## config.mk

```make
export PLATFORM = sky130hd
export DESIGN_NAME = bss_top
export DESIGN_NICKNAME = d
export VERILOG_FILES = /design/src/bss_pkg.sv /design/src/bss_src_cond.sv /design/src/bss_top.sv
export SDC_FILE = /design/constraint.sdc
export NUM_CORES = 1
export LEC_CHECK = 0
export ABC_AREA = 1
export BUFFER_PORTS_ARGS = -buffer_cell sky130_fd_sc_hd__buf_2
export CELL_PAD_IN_SITES_DETAIL_PLACEMENT = 1
export CELL_PAD_IN_SITES_GLOBAL_PLACEMENT = 2
export CORE_AREA = 2 2 99 120
export CTS_CLUSTER_DIAMETER = 40
export CTS_CLUSTER_SIZE = 10
export DETAILED_ROUTE_END_ITERATION = 7
export DIE_AREA = 0 0 101 122
export GPL_ROUTABILITY_DRIVEN = 0
export PLACE_DENSITY_LB_ADDON = 0.12
export SKIP_CTS_REPAIR_TIMING = 1
export SYNTH_ARGS = -nofsm -noshare
export SYNTH_HDL_FRONTEND = slang
export SYNTH_SLANG_ARGS = --single-unit
```

## constraint.sdc

```tcl
create_clock -name clk_i -period 2.1 [get_ports clk_i]
set_input_delay 0.105 -clock clk_i [delete_from_list [all_inputs] [get_ports clk_i]]
set_output_delay 0.105 -clock clk_i [all_outputs]
set_load 0.05 [all_outputs]
```

## src/bss_pkg.sv

```systemverilog
// Behaviour
// one 32-bit config word at 0x90, resets zero
// comparator 0-3 polarity bits at 28:25
// active level is polarity bit xor global
// pin 2-0 polarity bits at 18:16
// bits 21:19 pick comparator for clear
// bits 15:10 gate comparators 6 to 1
// config writes only when protection level 00
// software writes reserved bits as zero
// bit9 comparator0, bit8 filter, bit7 comparator7 gates
// bits 2:0 gate pins; 6:3 reserved
// request is OR of enabled conditioned sources
package bss_pkg;

  // ----------------------------------------------------------------
  // sizes
  // ----------------------------------------------------------------
  localparam int unsigned DATA_W  = 32;
  localparam int unsigned NUM_CMP = 8;
  localparam int unsigned NUM_PIN = 3;
  localparam int unsigned SEL_W   = 3;
  localparam int unsigned PLVL_W  = 2;
  localparam int unsigned NUM_SRC = NUM_CMP + 1 + NUM_PIN;

  // ----------------------------------------------------------------
  // register map (byte addresses)
  // ----------------------------------------------------------------
  localparam logic [7:0] OFS_CTRL   = 8'h00;
  localparam logic [7:0] OFS_STATUS = 8'h04;
  localparam logic [7:0] OFS_CFG    = 8'h90;

  localparam logic [DATA_W-1:0] CFG_RESET  = 32'h0000_0000;
  localparam logic [DATA_W-1:0] CTRL_RESET = 32'h0000_0000;

  // ----------------------------------------------------------------
  // config word fields
  // ----------------------------------------------------------------
  localparam int unsigned POS_CMP_INV  = 25;
  localparam int unsigned POS_OC_SEL   = 19;
  localparam int unsigned POS_PIN_INV  = 16;
  localparam int unsigned POS_CMP1_EN  = 10;
  localparam int unsigned POS_CMP0_EN  = 9;
  localparam int unsigned POS_FILT_EN  = 8;
  localparam int unsigned POS_CMP7_EN  = 7;
  localparam int unsigned POS_PIN_EN   = 0;
  localparam int unsigned NUM_CMP_INV  = 4;
  localparam int unsigned NUM_MID_CMP  = 6;

  // ----------------------------------------------------------------
  // own control and status words
  // ----------------------------------------------------------------
  localparam int unsigned POS_PLVL     = 0;
  localparam int unsigned POS_GPOL     = 2;
  localparam int unsigned POS_ST_REQ   = 0;
  localparam int unsigned POS_ST_OCCLR = 1;
  localparam int unsigned POS_ST_BLOCK = 2;
  localparam int unsigned POS_ST_SRC   = 8;
  localparam logic [PLVL_W-1:0] PLVL_OPEN = 2'h0;
  localparam logic [3:0] STRB_FULL = 4'hF;

  typedef struct packed {
    logic [NUM_CMP_INV-1:0] cmp_inv;
    logic [SEL_W-1:0]       oc_sel;
    logic [NUM_PIN-1:0]     pin_inv;
    logic [NUM_CMP-1:0]     cmp_gate;
    logic                   filter_gate;
    logic [NUM_PIN-1:0]     pin_gate;
  } bss_cfg_s;

  typedef struct packed {
    logic [NUM_CMP-1:0] comparator_outputs;
    logic               filter_block;
    logic [NUM_PIN-1:0] break_pins;
  } bss_src_s;

endpackage

```

## src/bss_src_cond.sv

```systemverilog
module bss_src_cond #(
  parameter int unsigned N = 12
) (
  input  wire logic [N-1:0] raw_i,
  input  wire logic [N-1:0] invert_i,
  input  wire logic [N-1:0] gate_i,
  input  wire logic         global_pol_i,
  output logic      [N-1:0] asserted_o,
  output logic              any_o
);

  if (N < 1) begin : g_chk
    $error("bss_src_cond needs at least one source");
  end

  // ------------------------------------------------------------------
  // per-source conditioning
  // ------------------------------------------------------------------
  for (genvar i = 0; i < N; i++) begin : g_src
    // active high when the polarity bit and global polarity differ
    assign asserted_o[i] = gate_i[i] & ~(raw_i[i] ^ (invert_i[i] ^ global_pol_i));
  end

  assign any_o = |asserted_o;

endmodule

```

## src/bss_top.sv

```systemverilog
module bss_top #(
  parameter int unsigned ADDR_W = 8
) (
  input  wire logic                     clk_i,
  input  wire logic                     arst_n_i,
  // apb slave
  input  wire logic                     psel_i,
  input  wire logic                     penable_i,
  input  wire logic                     pwrite_i,
  input  wire logic [ADDR_W-1:0]        paddr_i,
  input  wire logic [bss_pkg::DATA_W-1:0] pwdata_i,
  input  wire logic [3:0]               pstrb_i,
  output logic      [bss_pkg::DATA_W-1:0] prdata_o,
  output logic                          pready_o,
  output logic                          pslverr_o,
  // break sources
  input  wire bss_pkg::bss_src_s        sources_i,
  // results
  output logic                          break1_request_o,
  output logic                          oc_reference_clear_input_o,
  output bss_pkg::bss_cfg_s             cfg_o
);
  import bss_pkg::*;

  if (ADDR_W < 8) begin : g_chk
    $error("bss_top needs at least 8 address bits");
  end

  // ------------------------------------------------------------------
  // layout checks: carriers, word map and status map must agree
  // ------------------------------------------------------------------
  if ($bits(bss_src_s) != NUM_SRC) begin : g_chk_src
    $error("source carrier width differs from the source count");
  end
  if ($bits(bss_cfg_s) != NUM_SRC + NUM_CMP_INV + SEL_W + NUM_PIN) begin : g_chk_cfg
    $error("config carrier width differs from the field sizes");
  end
  if ((1 << SEL_W) != NUM_CMP) begin : g_chk_sel
    $error("clear select must reach every comparator");
  end
  if (NUM_MID_CMP != NUM_CMP - 2) begin : g_chk_mid
    $error("only the first and last comparator gates sit apart");
  end
  if (NUM_CMP_INV > NUM_CMP) begin : g_chk_inv
    $error("more polarity bits than comparators");
  end
  if (POS_CMP_INV + NUM_CMP_INV > DATA_W) begin : g_chk_top
    $error("comparator polarity field leaves the word");
  end
  if (POS_CMP1_EN + NUM_MID_CMP > POS_PIN_INV) begin : g_chk_gate
    $error("comparator gate field runs into pin polarity");
  end
  if (POS_ST_SRC + NUM_SRC > DATA_W) begin : g_chk_stat
    $error("status source vector leaves the word");
  end
  if (POS_GPOL < POS_PLVL + PLVL_W) begin : g_chk_ctrl
    $error("global polarity overlaps the protection level");
  end
  if (DATA_W != 8 * $bits(STRB_FULL)) begin : g_chk_strb
    $error("strobe lanes do not cover the data word");
  end

  // ------------------------------------------------------------------
  // reset release
  // ------------------------------------------------------------------
  logic rst_meta_q;
  logic rst_n_q;

  always_ff @(posedge clk_i or negedge arst_n_i) begin
    if (!arst_n_i) begin
      rst_meta_q <= 1'b0;
      rst_n_q    <= 1'b0;
    end else begin
      rst_meta_q <= 1'b1;
      rst_n_q    <= rst_meta_q;
    end
  end

  // ------------------------------------------------------------------
  // address decode
  // ------------------------------------------------------------------
  typedef enum logic [1:0] {
    BSS_REG_CTRL   = 2'b00,
    BSS_REG_STATUS = 2'b01,
    BSS_REG_CFG    = 2'b10,
    BSS_REG_NONE   = 2'b11
  } bss_reg_e;

  function automatic bss_reg_e decode(input logic [ADDR_W-1:0] addr);
    bss_reg_e r;
    r = BSS_REG_NONE;
    if ((addr >> $bits(OFS_CFG)) == '0) begin
      unique case (addr[7:0])
        OFS_CTRL:   r = BSS_REG_CTRL;
        OFS_STATUS: r = BSS_REG_STATUS;
        OFS_CFG:    r = BSS_REG_CFG;
        default:    r = BSS_REG_NONE;
      endcase
    end
    return r;
  endfunction

  function automatic logic [DATA_W-1:0] cfg_to_word(input bss_cfg_s c);
    logic [DATA_W-1:0] w;
    w = '0;
    w[POS_CMP_INV +: NUM_CMP_INV] = c.cmp_inv;
    w[POS_OC_SEL +: SEL_W]        = c.oc_sel;
    w[POS_PIN_INV +: NUM_PIN]     = c.pin_inv;
    w[POS_CMP1_EN +: NUM_MID_CMP] = c.cmp_gate[NUM_MID_CMP:1];
    w[POS_CMP0_EN]                = c.cmp_gate[0];
    w[POS_FILT_EN]                = c.filter_gate;
    w[POS_CMP7_EN]                = c.cmp_gate[NUM_CMP-1];
    w[POS_PIN_EN +: NUM_PIN]      = c.pin_gate;
    return w;
  endfunction

  function automatic bss_cfg_s word_to_cfg(input logic [DATA_W-1:0] w);
    bss_cfg_s c;
    c                          = '0;
    c.cmp_inv                  = w[POS_CMP_INV +: NUM_CMP_INV];
    c.oc_sel                   = w[POS_OC_SEL +: SEL_W];
    c.pin_inv                  = w[POS_PIN_INV +: NUM_PIN];
    c.cmp_gate[NUM_MID_CMP:1]  = w[POS_CMP1_EN +: NUM_MID_CMP];
    c.cmp_gate[0]              = w[POS_CMP0_EN];
    c.filter_gate              = w[POS_FILT_EN];
    c.cmp_gate[NUM_CMP-1]      = w[POS_CMP7_EN];
    c.pin_gate                 = w[POS_PIN_EN +: NUM_PIN];
    return c;
  endfunction

  localparam bss_cfg_s CFG_RESET_FIELDS = word_to_cfg(CFG_RESET);

  // ------------------------------------------------------------------
  // bus phases
  // ------------------------------------------------------------------
  bss_reg_e reg_sel;
  logic     setup_ph;
  logic     access_ph;
  logic     full_word;
  logic     bad_access;
  logic     wr_ok;

  assign reg_sel    = decode(paddr_i);
  assign setup_ph   = psel_i & ~penable_i;
  assign access_ph  = psel_i & penable_i;
  // partial-lane writes are refused outright rather than merged
  assign full_word  = ~pwrite_i | (pstrb_i == STRB_FULL);
  assign bad_access = (reg_sel == BSS_REG_NONE) | ~full_word;
  assign wr_ok      = access_ph & pwrite_i & ~bad_access;

  assign pready_o   = access_ph;
  assign pslverr_o  = access_ph & bad_access;

  // ------------------------------------------------------------------
  // control word: protection level and global polarity
  // ------------------------------------------------------------------
  logic [PLVL_W-1:0] protection_level_q;
  logic              break1_global_polarity_q;
  logic              cfg_open;

  always_ff @(posedge clk_i or negedge rst_n_q) begin
    if (!rst_n_q) begin
      protection_level_q       <= CTRL_RESET[POS_PLVL +: PLVL_W];
      break1_global_polarity_q <= CTRL_RESET[POS_GPOL];
    end else if (wr_ok && reg_sel == BSS_REG_CTRL) begin
      protection_level_q       <= pwdata_i[POS_PLVL +: PLVL_W];
      break1_global_polarity_q <= pwdata_i[POS_GPOL];
    end
  end

  assign cfg_open = (protection_level_q == PLVL_OPEN);

  // ------------------------------------------------------------------
  // break 1 source configuration word
  // ------------------------------------------------------------------
  bss_cfg_s cfg_q;
  logic     cfg_wr;

  assign cfg_wr = wr_ok & (reg_sel == BSS_REG_CFG);

  // reserved bits are dropped on write and read back as zero
  always_ff @(posedge clk_i or negedge rst_n_q) begin
    if (!rst_n_q) begin
      cfg_q <= CFG_RESET_FIELDS;
    end else if (cfg_wr && cfg_open) begin
      cfg_q <= word_to_cfg(pwdata_i);
    end
  end

  assign cfg_o = cfg_q;

  // ------------------------------------------------------------------
  // locked-write sticky flag, cleared by writing one to it
  // ------------------------------------------------------------------
  logic blocked_q;
  logic blocked_set;
  logic blocked_clr;

  assign blocked_set = cfg_wr & ~cfg_open;
  assign blocked_clr = wr_ok & (reg_sel == BSS_REG_STATUS) & pwdata_i[POS_ST_BLOCK];

  // a set in the clearing cycle wins so no refused write goes unseen
  always_ff @(posedge clk_i or negedge rst_n_q) begin
    if (!rst_n_q) begin
      blocked_q <= 1'b0;
    end else if (blocked_set) begin
      blocked_q <= 1'b1;
    end else if (blocked_clr) begin
      blocked_q <= 1'b0;
    end
  end

  // ------------------------------------------------------------------
  // source conditioning
  // ------------------------------------------------------------------
  logic [NUM_SRC-1:0] src_raw;
  logic [NUM_SRC-1:0] src_inv;
  logic [NUM_SRC-1:0] src_gate;
  logic [NUM_SRC-1:0] src_asserted;
  logic               src_any;

  assign src_raw  = sources_i;
  // comparators 4-7 and the filter block have no own polarity bit
  assign src_inv  = {{(NUM_CMP - NUM_CMP_INV){1'b0}}, cfg_q.cmp_inv, 1'b0,
                     cfg_q.pin_inv};
  assign src_gate = {cfg_q.cmp_gate, cfg_q.filter_gate, cfg_q.pin_gate};

  bss_src_cond #(
    .N (NUM_SRC)
  ) u_cond (
    .raw_i        (src_raw),
    .invert_i     (src_inv),
    .gate_i       (src_gate),
    .global_pol_i (break1_global_polarity_q),
    .asserted_o   (src_asserted),
    .any_o        (src_any)
  );

  // ------------------------------------------------------------------
  // registered results
  // ------------------------------------------------------------------
  logic break1_request_q;
  logic oc_clear_q;

  always_ff @(posedge clk_i or negedge rst_n_q) begin
    if (!rst_n_q) begin
      break1_request_q <= 1'b0;
    end else begin
      break1_request_q <= src_any;
    end
  end

  always_ff @(posedge clk_i or negedge rst_n_q) begin
    if (!rst_n_q) begin
      oc_clear_q <= 1'b0;
    end else begin
      oc_clear_q <= sources_i.comparator_outputs[cfg_q.oc_sel];
    end
  end

  assign break1_request_o           = break1_request_q;
  assign oc_reference_clear_input_o = oc_clear_q;

  // ------------------------------------------------------------------
  // read data, captured in the setup cycle
  // ------------------------------------------------------------------
  logic [DATA_W-1:0] rd_word;
  logic [DATA_W-1:0] prdata_q;

  always_comb begin
    rd_word = '0;
    unique case (reg_sel)
      BSS_REG_CTRL: begin
        rd_word[POS_PLVL +: PLVL_W] = protection_level_q;
        rd_word[POS_GPOL]           = break1_global_polarity_q;
      end
      BSS_REG_STATUS: begin
        rd_word[POS_ST_REQ]              = break1_request_q;
        rd_word[POS_ST_OCCLR]            = oc_clear_q;
        rd_word[POS_ST_BLOCK]            = blocked_q;
        rd_word[POS_ST_SRC +: NUM_SRC]   = src_asserted;
      end
      BSS_REG_CFG: begin
        rd_word = cfg_to_word(cfg_q);
      end
      BSS_REG_NONE: begin
        rd_word = '0;
      end
    endcase
  end

  // one-cycle answer: data is stable through the access phase
  always_ff @(posedge clk_i or negedge rst_n_q) begin
    if (!rst_n_q) begin
      prdata_q <= '0;
    end else if (setup_ph && !pwrite_i) begin
      prdata_q <= rd_word;
    end
  end

  assign prdata_o = prdata_q;

endmodule

```

# Word-level counts from Yosys, hierarchy flattened
# Index checks and enable logic that the tools add are counted.
[word_totals]
mem_bits_ro = 0
out_inout_bits = 58
register_bits = 62
in_bits = 61
memories = 0
word_cells = 98
ram_bits = 0
latchBits = 0
[op_classes]
magnitude_cmp = 1
n_eq_ne = 6
n_mux = 9
multipliers = 0
div = 0
bitwise = 59
n_reduce_logical = 9
addsub = 0
shift = 0
[ops]
columns = ["op", "count"]
rows = [
  ["case mux 12 bit (2 select lines)", 1],
  ["AND 1 bit", 21],
  ["bitwise XOR 1 bit", 19],
  ["inverter 1 bit", 17],
  ["case mux 3 bit (4 select lines)", 1],
  ["OR reduction 12 bit", 1],
  ["two-way mux 9 bit", 1],
  ["== test 8 x 3 -> 1 bit, second input constant", 1],
  ["== test 8 bit, second input constant", 1],
  ["zero test 8 bit", 1],
  ["case mux 2 bit (3 select lines)", 1],
  ["two-way mux 5 bit", 1],
  ["== test 2 bit, second input constant", 2],
  ["== test 4 bit, second input constant", 1],
  ["zero test 2 bit", 2],
  ["less-than comparator 3 x 4 -> 1 bit, second input constant", 1],
  ["binary-select mux 1 bit (select 3 bit)", 1],
  ["logical AND 1 bit", 3],
  ["two-way mux 1 bit", 3],
  ["== test 2 x 1 -> 1 bit, second input constant", 1],
  ["OR 1 bit", 2],
  ["nonzero test 2 bit", 1],
  ["zero test 1 bit", 1],
]

# Depth between registers and ports, before layout
[logic_depth]
depth_word = 10
ltp_mapped = 12
depth_no_buf = 11

# Modules after synthesis
# A second synthesis with hierarchy kept.
[unflattened]
hier_cells = 424
hier_area_um2 = 3062.9
[by_module_without_submodules]
columns = ["mod", "cells_each", "area_each_um2", "n_inst", "seq_area_each_um2"]
rows = [
  ["bss_top", 303, 2544.9, 1, 1301.2],
  ["bss_src_cond", 121, 518.0, 1, 0.0],
]

# Least setup slack after synthesis
# Ideal clock, no wire load.
[synth_path]
path_type = "input-to-reg"
start = "input port paddr_i[1]"
end = "register cfg_q, in the netlist cfg_o[15]"
setup_slack_ns = 0.519
arrival_time_ns = 1.461
setup_ns = 0.120
path_stages = 12
path_cell_list = "nor2_1 nand2_2 nor2_1 inv_1 ha_1 inv_1 nor2_1 nor2_1 nand4_1 buf_2 nand2_1 nand2_1"
[synth_between]
elab_chain_len = 8
[synth_lines]
columns = ["element", "line_no", "source"]
rows = [
  ["start, declared", "bss_top.sv:10", "input wire logic [ADDR_W-1:0] paddr_i,"],
  ["== test 8 bit (tied with other cells)", "bss_top.sv:93", "unique case (addr[7:0])"],
  ["case mux 2 bit (3 select lines) (*)", "bss_top.sv:93", ""],
  ["== test 2 bit", "bss_top.sv:148", "assign bad_access = (reg_sel == BSS_REG_NONE) | ~full_word;"],
  ["OR 1 bit", "bss_top.sv:148", ""],
  ["inverter 1 bit", "bss_top.sv:149", "assign wr_ok = access_ph & pwrite_i & ~bad_access;"],
  ["AND 1 bit", "bss_top.sv:149", ""],
  ["AND 1 bit (*)", "bss_top.sv:179", "assign cfg_wr = wr_ok & (reg_sel == BSS_REG_CFG);"],
  ["logical AND 1 bit (*)", "bss_top.sv:185", "end else if (cfg_wr && cfg_open) begin"],
  ["end signal, assigned", "bss_top.sv:186", "cfg_q <= word_to_cfg(pwdata_i);"],
  ["end, declared", "bss_top.sv:176", "bss_cfg_s cfg_q;"],
]
# Mark *: on every way between the ends. The rest lies on a longest branch, timed or not.
# A chain may end at the register's enable or synchronous reset.

# Final worst setup path
[layout_path]
start = "input port paddr_i[1]"
end = "output port pslverr_o"
[layout_between]
elab_chain_len = 5
[layout_lines]
columns = ["element", "line_no", "source"]
rows = [
  ["== test 8 bit (tied with other cells)", "bss_top.sv:93", ""],
  ["case mux 2 bit (3 select lines) (*)", "bss_top.sv:93", ""],
  ["== test 2 bit (*)", "bss_top.sv:148", ""],
  ["OR 1 bit (*)", "bss_top.sv:148", ""],
  ["AND 1 bit (*)", "bss_top.sv:152", "assign pslverr_o = access_ph & bad_access;"],
  ["end, declared", "bss_top.sv:15", "output logic pslverr_o,"],
]
# Marks and branches as above.

==> run metrics <==
status finished, final reports clean; Worst Hold Path EP protection_level_q[0]; Slew Limit Headroom 0.555; Crit Path Category input port to primary output; YS warnings 0; Mapped Area 0.00286 mm^2; initial antenna violation count 0; RSZ-0062 raised after global routing no; initial core utilization 0.253; dpl cells 602; R2R Setup Slk 640 ps; vias in the first global route 2744; Metal-1 WL 4.44 mm; Final nets 539; CTS tree done; Critical Path AT 1530 ps; fmax 612 MHz; Cells after Synth 372; EDFF count, synth 0; clock latency at the later pin of the worst-skew pair 300 ps; setup TNS 0 ps; Worst-Margin Slew 667 ps; Root Buffer clkbuf_16; Peak VDD IR 0.000276 V; largest net degree at the start of global routing 51; P per Cell Area 550 mW/mm^2; total global-route track usage 0.157; synth unique cells 34; metal2 WL 4.37 mm; asr flop ratio synth 1.00; I/O pin count 119; Via density 4.44; area of the core 0.0113 mm^2; pre-CTS setup slack 203 ps; Final setup viols 0; LEAKAGE 2.06 nW; CTS Sinks 52; reg2reg end prdata_o[14]; Site Rows 43; max-slew violations 0; WL per Instance 15.1 um; Clock Pin Slew Worst Setup and Hold Paths 70 ps; ant diodes 0; Mapped Avg Cell Area 7.69 um^2; Final Hold Slack 33.0 ps; number of remaining DRC errors 0; CTS max path bufs 2; R2R cell count 8; hold path start pwdata_i[0]; Setup crit start kind input port; Max FO, Critical Path 3; Total Routed Length 9.23 mm; leading cell type in the layout, fill and taps excluded nand2_1; Worst R2R Start break1_global_polarity_q; vias 2710; final instance area 0.00364 mm^2; Non-Filler Instances 611; CP Capture Type primary output; layout cell share with drive strength beyond 1 0.269; Hold Crit Class input port to flop; period utilisation layout 0.778; final worst path period need 1630 ps; register bit total from synthesis 52; post-DP HPWL 7.25 mm; H-tree levels 2; die height 122 um; register area share after synthesis 0.455; GRT overflow 0; hold depth 3; Fin. Hold Viols 0; top sig layer met4; final core utilization 0.322; die area 0.0123 mm^2; max-cap check violation count 0; most frequent cells in the layout nand2_1 (146), buf_2 (98), dfrtp_1 (51); Port Buf Inserts 98; Area Overhead vs Synth 27.1%; Critical Path RT 2000 ps; 1st-iter DRT viols 94; CTS Buf Count 5; clock skew 5.81 ps; ANT nets after route 0; final setup margin 465 ps; drt first pass iters 4; first-pass GRT wire length 14.7 mm; met3 wire len 336 um; overall power 2.00 mW; dpl cell area 0.00348 mm^2; Synth Flop Type dfrtp_1; Die X 101 um
## worst max-delay path by stage
stage,from,slack (ps),to
2_1_floorplan,paddr_i[1],520,cfg_o[15]
3_3_place_gp,paddr_i[1],250,cfg_o[19]
3_5_place_dp,paddr_i[1],200,cfg_o[18]
4_1_cts,paddr_i[1],440,pslverr_o
5_1_grt,paddr_i[1],260,pslverr_o
6_report,paddr_i[1],470,pslverr_o
## final cells by class
class                      count  area, um^2
fill                        1434        7660
multi-input combinational    278        1330
sequential                    52        1300
timing repair buffer         108         581
tap                          135         169
clock buffer                   5         125
inverter                      30         113
clock inverter                 3        18.8
## state kept, by name, summed over array words and instances (netlist names)
signal	cells
cfg_o	22
prdata_o	22
protection_level_q	2
blocked_q	1
break1_global_polarity_q	1
break1_request_o	1
oc_reference_clear_input_o	1
rst_meta_q	1
rst_n_q	1
## Yosys cell counts, types with 3 or more instances
cell | instances | area [um^2]
o21ai_0 | 15 | 75.1
buf_2 | 3 | 15.0
nand3_1 | 45 | 225
inv_1 | 27 | 101
nor2_2 | 3 | 18.8
a21oi_1 | 7 | 35.0
ha_1 | 3 | 37.5
nand2_1 | 146 | 548
buf_6 | 4 | 45.0
nor2_1 | 17 | 63.8
a22o_1 | 5 | 43.8
buf_4 | 11 | 82.6
dfrtp_1 | 52 | 1300
xnor2_1 | 6 | 52.6
clkbuf_1 | 3 | 11.3
## critical path: stages
cell	delay, ps
buf_2	90
nor2_1	150
nand2_2	110
nor2_1	220
inv_1	100
ha_1	230
inv_1	70
nor2_1	50
nor2_1	140
nor2_1	50
buf_2	200
## metal layers
layer / up-vias / GRT usage
met5: - / 0
li1: 1374 / -
met1: 1267 / 0.222
met4: 0 / 0.0355
met2: 64 / 0.251
met3: 5 / 0.0270
## kinds of logic (layout without fill, tap and decap cells)
group                    after synthesis  after routing  share of synthesized area
other                                  2             11                    0.00262
XOR/XNOR                               7              7                     0.0214
flip-flops                            52             52                      0.455
AO/OA/AOI/OAI                         35             35                     0.0778
AND/OR/NAND/NOR                      222            222                      0.337
adder cells (fa/ha/maj)                3              3                     0.0131
buffers and inverters                 51            146                     0.0931
## where the power goes
group / switching (mW) / total (mW) / internal, mW / leakage (nW)
sequential: 0.00167 / 1.01 / 1.00 / 0.714
combinational: 0.128 / 0.179 / 0.0519 / 1.28
clock: 0.373 / 0.813 / 0.440 / 0.0736
Power figures use the tool's default switching activity.
